[src/verilog/dtc_pkg.sv]
package dtc_pkg;
    localparam int NUM_CH    = 8;
    localparam int NUM_TGP   = 3;
    localparam int CODE_W    = 16;
    localparam int SPAN_W    = 3;
    // Span code 0 is the 0 V to 5 V range
    localparam logic [2:0]  SPAN_0_5V   = 3'h0;
    localparam logic [15:0] ZERO_CODE   = 16'h0000;
    localparam logic [7:0]  EN_RESET    = 8'h00;
    localparam logic [1:0]  MODE_RESET  = 2'h0;
    localparam logic        EXTREF_RST  = 1'b0;
    // Edges after reset release before the strap has crossed the synchroniser
    localparam logic [1:0]  STRAP_WAIT  = 2'h2;
    typedef enum logic [1:0] {DTC_MODE_TOGGLE, DTC_MODE_DITHER, DTC_MODE_OFF} dtc_mode_e;
endpackage : dtc_pkg

[src/verilog/dtc_sync_if.sv]
`timescale 1ns/1ps
interface dtc_sync_if #(parameter int W = 1);
    logic [W-1:0] raw;
    logic [W-1:0] q;
    logic [W-1:0] rise;
    logic [W-1:0] fall;
    modport syncer (input raw, output q, output rise, output fall);
    modport user   (output raw, input q, input rise, input fall);
endinterface : dtc_sync_if

[src/verilog/dtc_sync.sv]
`timescale 1ns/1ps
module dtc_sync #(
    parameter int W = 1
) (
    input  wire logic  clk_i,
    input  wire logic  reset_i,
    dtc_sync_if.syncer s
);
    logic [W-1:0] meta;
    logic [W-1:0] stage;
    logic [W-1:0] last;

    // Two stages before any logic; edges come from stage two and three only
    always_ff @(posedge clk_i or posedge reset_i)
    begin
        if (reset_i)
        begin
            meta  <= '0;
            stage <= '0;
            last  <= '0;
        end
        else
        begin
            meta  <= s.raw;
            stage <= meta;
            last  <= stage;
        end
    end

    assign s.q    = stage;
    assign s.rise = stage & ~last;
    assign s.fall = ~stage & last;
endmodule : dtc_sync

[src/verilog/dtc_ctrl.sv]
`timescale 1ns/1ps
module dtc_ctrl #(
    parameter int NUM_CH  = dtc_pkg::NUM_CH,
    parameter int NUM_TGP = dtc_pkg::NUM_TGP,
    parameter int CODE_W  = dtc_pkg::CODE_W
) (
    input  wire logic                       clk_i,
    input  wire logic                       reset_i,
    input  wire logic [NUM_TGP-1:0]         toggle_pin_i,
    input  wire logic                       async_clear_n_i,
    input  wire logic                       chip_select_load_i,
    input  wire logic                       bandgap_comp_pin_i,
    input  wire logic                       over_temp_i,
    input  wire logic                       serial_error_i,
    input  wire logic                       cmd_valid_i,
    input  wire logic [NUM_CH-1:0]          cmd_enable_i,
    input  wire logic [NUM_CH*2-1:0]        cmd_tgp_sel_i,
    input  wire dtc_pkg::dtc_mode_e         cmd_mode_i,
    input  wire logic                       cmd_ext_ref_i,
    input  wire logic [NUM_CH*CODE_W-1:0]   reg_a_i,
    input  wire logic [NUM_CH*CODE_W-1:0]   reg_b_i,
    input  wire logic [NUM_CH*CODE_W-1:0]   dither_code_i,
    output logic      [NUM_CH*CODE_W-1:0]   dac_code_o,
    output logic      [NUM_CH*3-1:0]        span_o,
    output logic      [NUM_CH-1:0]          toggle_dither_enable_o,
    output dtc_pkg::dtc_mode_e              mode_o,
    output logic                            fault_o,
    output logic                            fault_oe_n_o,
    output logic                            int_ref_on_o,
    output logic                            ref_oe_n_o,
    output logic                            cmd_exec_o
);
    if (NUM_CH < 1 || NUM_CH > 8 || NUM_TGP < 1 || NUM_TGP > 4 || CODE_W < 1 || CODE_W > 16)
    begin : g_bad_params
        $error("dtc_ctrl: unsupported parameters");
    end

    ////////////////////////////////////////////////////////////////////////
    // Pin synchronisers (toggle, clear, chip-select/load, strap)
    localparam int SW = NUM_TGP + 3;
    dtc_sync_if #(.W(SW)) sif ();
    assign sif.raw = {bandgap_comp_pin_i, chip_select_load_i, async_clear_n_i, toggle_pin_i};
    dtc_sync #(.W(SW)) u_sync (
        .clk_i   (clk_i),
        .reset_i (reset_i),
        .s       (sif)
    );

    logic [NUM_TGP-1:0] tgp_rise;
    logic [NUM_TGP-1:0] tgp_fall;
    logic               clr_active;
    logic               csld_rise;
    logic               comp_low;
    assign tgp_rise   = sif.rise[NUM_TGP-1:0];
    assign tgp_fall   = sif.fall[NUM_TGP-1:0];
    assign clr_active = ~sif.q[NUM_TGP];
    assign csld_rise  = sif.rise[NUM_TGP+1];
    assign comp_low   = ~sif.q[NUM_TGP+2];

    // Channel to toggle pin mapping; a code past the pin count falls back to pin 0
    function automatic logic [1:0] pin_of(input logic [NUM_CH*2-1:0] sel, input int ch);
        logic [1:0] p;
        p = sel[ch*2 +: 2];
        if (int'(p) >= NUM_TGP)
            p = 2'h0;
        return p;
    endfunction : pin_of

    ////////////////////////////////////////////////////////////////////////
    // Control registers
    logic [NUM_CH*2-1:0] tgp_sel;

    always_ff @(posedge clk_i or posedge reset_i)
    begin
        if (reset_i)
        begin
            toggle_dither_enable_o <= dtc_pkg::EN_RESET[NUM_CH-1:0];
            mode_o                 <= dtc_pkg::DTC_MODE_TOGGLE;
            tgp_sel                <= '0;
        end
        else if (clr_active)
        begin
            toggle_dither_enable_o <= dtc_pkg::EN_RESET[NUM_CH-1:0];
            mode_o                 <= dtc_pkg::DTC_MODE_TOGGLE;
            tgp_sel                <= '0;
        end
        else if (cmd_valid_i && csld_rise)
        begin
            toggle_dither_enable_o <= cmd_enable_i;
            mode_o                 <= cmd_mode_i;
            tgp_sel                <= cmd_tgp_sel_i;
        end
    end

    // Execute strobe marks the command taken on chip-select/load rising
    always_ff @(posedge clk_i or posedge reset_i)
    begin
        if (reset_i)
            cmd_exec_o <= 1'b0;
        else
            cmd_exec_o <= csld_rise & cmd_valid_i & ~clr_active;
    end

    ////////////////////////////////////////////////////////////////////////
    // Per-channel DAC registers and spans
    genvar g;
    generate
        for (g = 0; g < NUM_CH; g++)
        begin : g_ch
            logic [1:0] pin;
            assign pin = pin_of(tgp_sel, g);
            always_ff @(posedge clk_i or posedge reset_i)
            begin
                if (reset_i)
                begin
                    dac_code_o[g*CODE_W +: CODE_W] <= dtc_pkg::ZERO_CODE[CODE_W-1:0];
                    span_o[g*3 +: 3]               <= dtc_pkg::SPAN_0_5V;
                end
                else if (clr_active)
                begin
                    // Clear wins over any edge in the same cycle
                    dac_code_o[g*CODE_W +: CODE_W] <= dtc_pkg::ZERO_CODE[CODE_W-1:0];
                    span_o[g*3 +: 3]               <= dtc_pkg::SPAN_0_5V;
                end
                else if (toggle_dither_enable_o[g])
                begin
                    unique case (mode_o)
                        dtc_pkg::DTC_MODE_TOGGLE:
                        begin
                            if (tgp_fall[pin])
                                dac_code_o[g*CODE_W +: CODE_W] <= reg_a_i[g*CODE_W +: CODE_W];
                            else if (tgp_rise[pin])
                                dac_code_o[g*CODE_W +: CODE_W] <= reg_b_i[g*CODE_W +: CODE_W];
                        end
                        dtc_pkg::DTC_MODE_DITHER:
                        begin
                            if (tgp_rise[pin])
                                dac_code_o[g*CODE_W +: CODE_W] <= dither_code_i[g*CODE_W +: CODE_W];
                        end
                        default:
                        begin
                        end
                    endcase
                end
            end
        end
    endgenerate

    ////////////////////////////////////////////////////////////////////////
    // Fault: latched, set wins over release; oe_n low while pulling low
    always_ff @(posedge clk_i or posedge reset_i)
    begin
        if (reset_i)
        begin
            fault_o      <= 1'b0;
            fault_oe_n_o <= 1'b1;
        end
        else if (over_temp_i || serial_error_i)
        begin
            fault_o      <= 1'b0;
            fault_oe_n_o <= 1'b0;
        end
        else if (csld_rise)
        begin
            fault_o      <= 1'b0;
            fault_oe_n_o <= 1'b1;
        end
    end

    ////////////////////////////////////////////////////////////////////////
    // Reference select; strap sampled once after reset release
    logic       strap_done;
    logic       ext_ref;
    logic [1:0] strap_cnt;

    always_ff @(posedge clk_i or posedge reset_i)
    begin
        if (reset_i)
        begin
            strap_done <= 1'b0;
            strap_cnt  <= 2'h0;
            ext_ref    <= dtc_pkg::EXTREF_RST;
        end
        else if (!strap_done)
        begin
            // Waits for the synchroniser to fill before trusting the strap
            if (strap_cnt == dtc_pkg::STRAP_WAIT)
            begin
                strap_done <= 1'b1;
                ext_ref    <= comp_low;
            end
            else
                strap_cnt  <= strap_cnt + 2'h1;
        end
        else if (clr_active)
            ext_ref    <= dtc_pkg::EXTREF_RST;
        else if (cmd_valid_i && csld_rise)
            ext_ref    <= cmd_ext_ref_i;
    end

    always_ff @(posedge clk_i or posedge reset_i)
    begin
        if (reset_i)
        begin
            int_ref_on_o <= 1'b0;
            ref_oe_n_o   <= 1'b1;
        end
        else
        begin
            int_ref_on_o <= strap_done & ~ext_ref;
            ref_oe_n_o   <= ~(strap_done & ~ext_ref);
        end
    end
endmodule : dtc_ctrl

[config.mk]
export PLATFORM = sky130hd
export DESIGN_NAME = dtc_ctrl
export DESIGN_NICKNAME = d
export VERILOG_FILES = /design/src/verilog/dtc_pkg.sv /design/src/verilog/dtc_sync_if.sv /design/src/verilog/dtc_sync.sv /design/src/verilog/dtc_ctrl.sv
export SDC_FILE = /design/constraint.sdc
export NUM_CORES = 1
export LEC_CHECK = 0
export CORE_AREA = 10 10 222 224
export DETAILED_ROUTE_END_ITERATION = 12
export DIE_AREA = 0 0 232 234
export DONT_BUFFER_PORTS = 1
export PLACE_DENSITY = 0.45
export SYNTH_ARGS = -nofsm -noshare
export SYNTH_HDL_FRONTEND = slang
export SYNTH_SLANG_ARGS = --single-unit
export TNS_END_PERCENT = 1
[constraint.sdc]
create_clock -name clk_i -period 14.4 [get_ports clk_i]
set_input_delay 1.44 -clock clk_i [delete_from_list [all_inputs] [get_ports clk_i]]
set_output_delay 1.44 -clock clk_i [all_outputs]
set_load 0.05 [all_outputs]
==> results by group <==
Status
  – Status: complete, no violations

Place
  – Placed Cells: 1,616
  – Post-DP HPWL: approximately 35,000 um
  – Cell area after placement: 0.01077 mm^2
  – Routability cong.: 0.9316
  – Buffers on Ports: 0

Power and ir drop
  – Clock share of power: 30.0%
  – Internal Pwr Total: ~910 uW
  – Psw: 688.4 uW
  – Switching Share: 43.18%
  – Flop pwr share: 54.2%
  – Peak VDD IR: 0.06563 mV
  – LEAKAGE: 0.004507 uW
  – P per Cell Area: ~140 mW/mm^2
  – Combinational share of power: 15.8%

Clock tree
  – Clock buffer depth: 2
  – Cts bufs inserted: 17
  – Sink Count: 178
  – Post-CTS sizing: 0
  – CTS tree: built
  – Clock transition at path regs: ~0.080 ns
  – H-tree level count: 4
  – Clock Latency Late Sink: between 0.4 and 0.5 ns
  – CTS root buf: clkbuf_16
  – Post-CTS setup buffer count: 0
  – Hold buffer count at cts: 0

Logic synthesis
  – Async S/R FF share, synth: 100.0%
  – Synth cell count leaders: o21ai_0 (246), dfrtp_1 (176), a31oi_1 (129), nand3_1 (112), mux2_2 (106)
  – Share of the synthesized area in the top cell type: between 40% and 50%
  – Post-synthesis instance total: 1,111
  – Synth Register Bits: 178
  – Post-synth EDFFs: 0
  – Most common cell in the netlist: o21ai_0
  – Mapped Area: 0.01049 mm^2
  – Sequential element share of the synthesized area: 42.50%
  – Syn avg cell area: 9.440 um^2
  – Top_reg_cell synth: dfrtp_1
  – Synth top area cells: dfrtp_1 (42%), o21ai_0 (12%), mux2_2 (11%), a31oi_1 (7.7%), nand3_1 (5.3%)
  – Distinct cells, synth: 45
  – Synth area leader: dfrtp_1
  – Yosys Warn Count: 0

STA
  – Hold_ws: 0.3531 ns
  – Fin crit share: between 20% and 30%
  – Final Hold Vio Count: 0
  – Period minus WS final: 3.234 ns
  – Final Max Slew Viols: 0
  – Clock skew: approximately 0.017 ns
  – Max transition margin: 15.98%
  – Final setup violation count: 0
  – Least-Margin Pin Slew: about 1.3 ns
  – Unrepaired setup endpoints after global routing: false
  – Max Freq: 0.3092 GHz
  – TNS Setup: 0 ns

Worst setup path
  – Crit path kind: reg -> reg
  – Startpoint types: register
  – Crit path capture type: register
  – Worst Path Required: 14.82 ns
  – Crit path DAT: about 3.7 ns
  – Critical-path maximum fanout: 113

Finish
  – Fin util: 25.33%
  – Final instance area: 0.01137 mm^2
  – Final Non-Filler Cells: 1,652
  – Area Overhead vs Synth: 8.435%
  – Layout cells sized above 1: 17.56%
  – Post-layout nets: 1,458

Floorplan
  – Row count: 78
  – Die X: 232 um
  – Core box area: 0.04489 mm^2
  – Starting Density: 23.36%
  – # IOs: about 600
  – Die area: between 0.05 and 0.06 mm^2
  – Die Ht: roughly 230 um

Global route
  – Initial antenna violation count: 11
  – Number of global-route vias before repair: 9,184
  – GR Util All Layers: between 10% and 20%
  – First-pass GRT wire length: ~64,000 um
  – Largest net degree at the start of global routing: 114
  – Total grt overflow: 0

Route
  – DRC Markers: 0
  – Vias per cell: between 5 and 6
  – Routed wire length: 45,440 um
  – Routed Antenna Nets: 0
  – Routed len/inst: 27.51 um
  – Via count: about 9,000
  – Iter 0 DRT Violations: 609
  – Initial DRT Pass Iterations: 5

Job
  – Max cap viols: 0

Hold path
  – Hold WC Path Type: reg -> reg
==> flip-flops by register name, indices dropped and copies added (netlist names) <==
register	cells
int_ref_on_o	1
mode_o	2
toggle_dither_enable_o	8
ref_oe_n_o	1
tgp_sel	16
u_sync.s.q	6
u_sync.meta	6
ext_ref	1
dac_code_o	128
strap_cnt	2
u_sync.last	4
cmd_exec_o	1
fault_oe_n_o	1
strap_done	1
==> power by group through the flow <==
| stage | combinational [uW] | clock [uW] | sequential [uW] |
|---|---|---|---|
| after floorplan | 214 | 0 | 840 |
| after global routing | 278 | 521 | 874 |
| final | 251 | 478 | 865 |
| after CTS | 254 | 502 | 869 |
| after detailed placement | 253 | 0 | 878 |
| after global placement | 248 | 0 | 880 |
==> per-stage QoR <==
stage / worst slack (ns) / power (uW)
after global routing: 10.84 / 1673
after global placement: 11.24 / 1128
final: 11.17 / 1594
after CTS: 11.13 / 1624
after detailed placement: 11.15 / 1132
after floorplan: 8.133 / 1054
==> layout by cell type, fill, tap and decap left out, types with 2 or more instances in the layout <==
cell type    n
a21oi_1     11
a22o_1      26
a22o_4       2
a22oi_1      4
a22oi_4      2
a31oi_1    129
and2_0       5
and2b_1      2
buf_4       10
clkbuf_16   17
clkinv_4     2
clkinv_8     3
conb_1      25
dfrtp_1    175
dfstp_2      2
diode_2      4
inv_1        9
inv_6        6
inv_8        4
mux2_1       2
mux2_2     106
mux2_4      20
nand2_1     42
nand2b_1    20
nand3_1    112
nor2_1       6
nor2b_1      8
nor3_1       5
o21ai_0    246
o221ai_1     2
o22a_1       5
o22ai_1      7
o22ai_2      3
o31a_1       5
or2b_1       2
or3_1        2
xnor2_1      8
==> cells by family (layout without fill, tap and decap cells) <==
kind of cell               after synthesis  count (layout)  share of synthesized area [%]
xor gates and xnor gates                 9               9                         0.7517
muxes                                  128             128                          14.46
other                                    1              29                        0.03576
buffers and inverters                  139              52                          6.729
adders and majority gates                1               1                         0.1193
AOI/OAI and AO/OA                      446             446                          25.39
and+or+nand+nor                        209             209                          10.02
DFF                                    178             178                          42.50
==> final cells by class <==
| cell class | instances | area, um^2 |
|---|---|---|
| repair buffers | 10 | 75.07 |
| clock buffers | 18 | 439.2 |
| diodes | 4 | 10.01 |
| clock inverters | 14 | 152.6 |
| flip-flops and latches | 178 | 4461 |
| well taps | 600 | 750.7 |
| multi-input cells | 818 | 5439 |
| fillers | 4868 | 33520 |
| inverters | 10 | 45.04 |
==> critical path, stage by stage, from the launching register on <==
cell      delay [ns]
dfrtp_1         0.92
nand2b_4        0.58
buf_4           0.83
o21ai_0         0.21
a31oi_1         0.32
mux2_2          0.21
==> final timing paths <==
check	start	to	slack, ns	depth (start not counted)
max	mode_o[1]$_DFFE_PP0P_	dac_code_o[32]$_DFFE_PP0P_	11.17	5
min	u_sync.meta[4]$_DFF_PP0_	u_sync.s.q[4]$_DFF_PP0_	0.35	0
max reg2reg	mode_o[1]$_DFFE_PP0P_	dac_code_o[32]$_DFFE_PP0P_	11.17	5
min reg2reg	u_sync.meta[4]$_DFF_PP0_	u_sync.s.q[4]$_DFF_PP0_	0.35	0
max in group asynchronous	reset_i	dac_code_o[73]$_DFFE_PP0P_	11.91	2
min in group asynchronous	reset_i	dac_code_o[95]$_DFFE_PP0P_	0.92	1
==> routing by layer <==
| metal | track usage [%] | wire length (um) |
|---|---|---|
| met1 | 17.44 | 16930 |
| met2 | 27.32 | 22990 |
| met3 | 6.381 | 4345 |
| met4 | 5.657 | 1130 |
| met5 | 0 | 41 |
(Power assumes the default switching activity.)
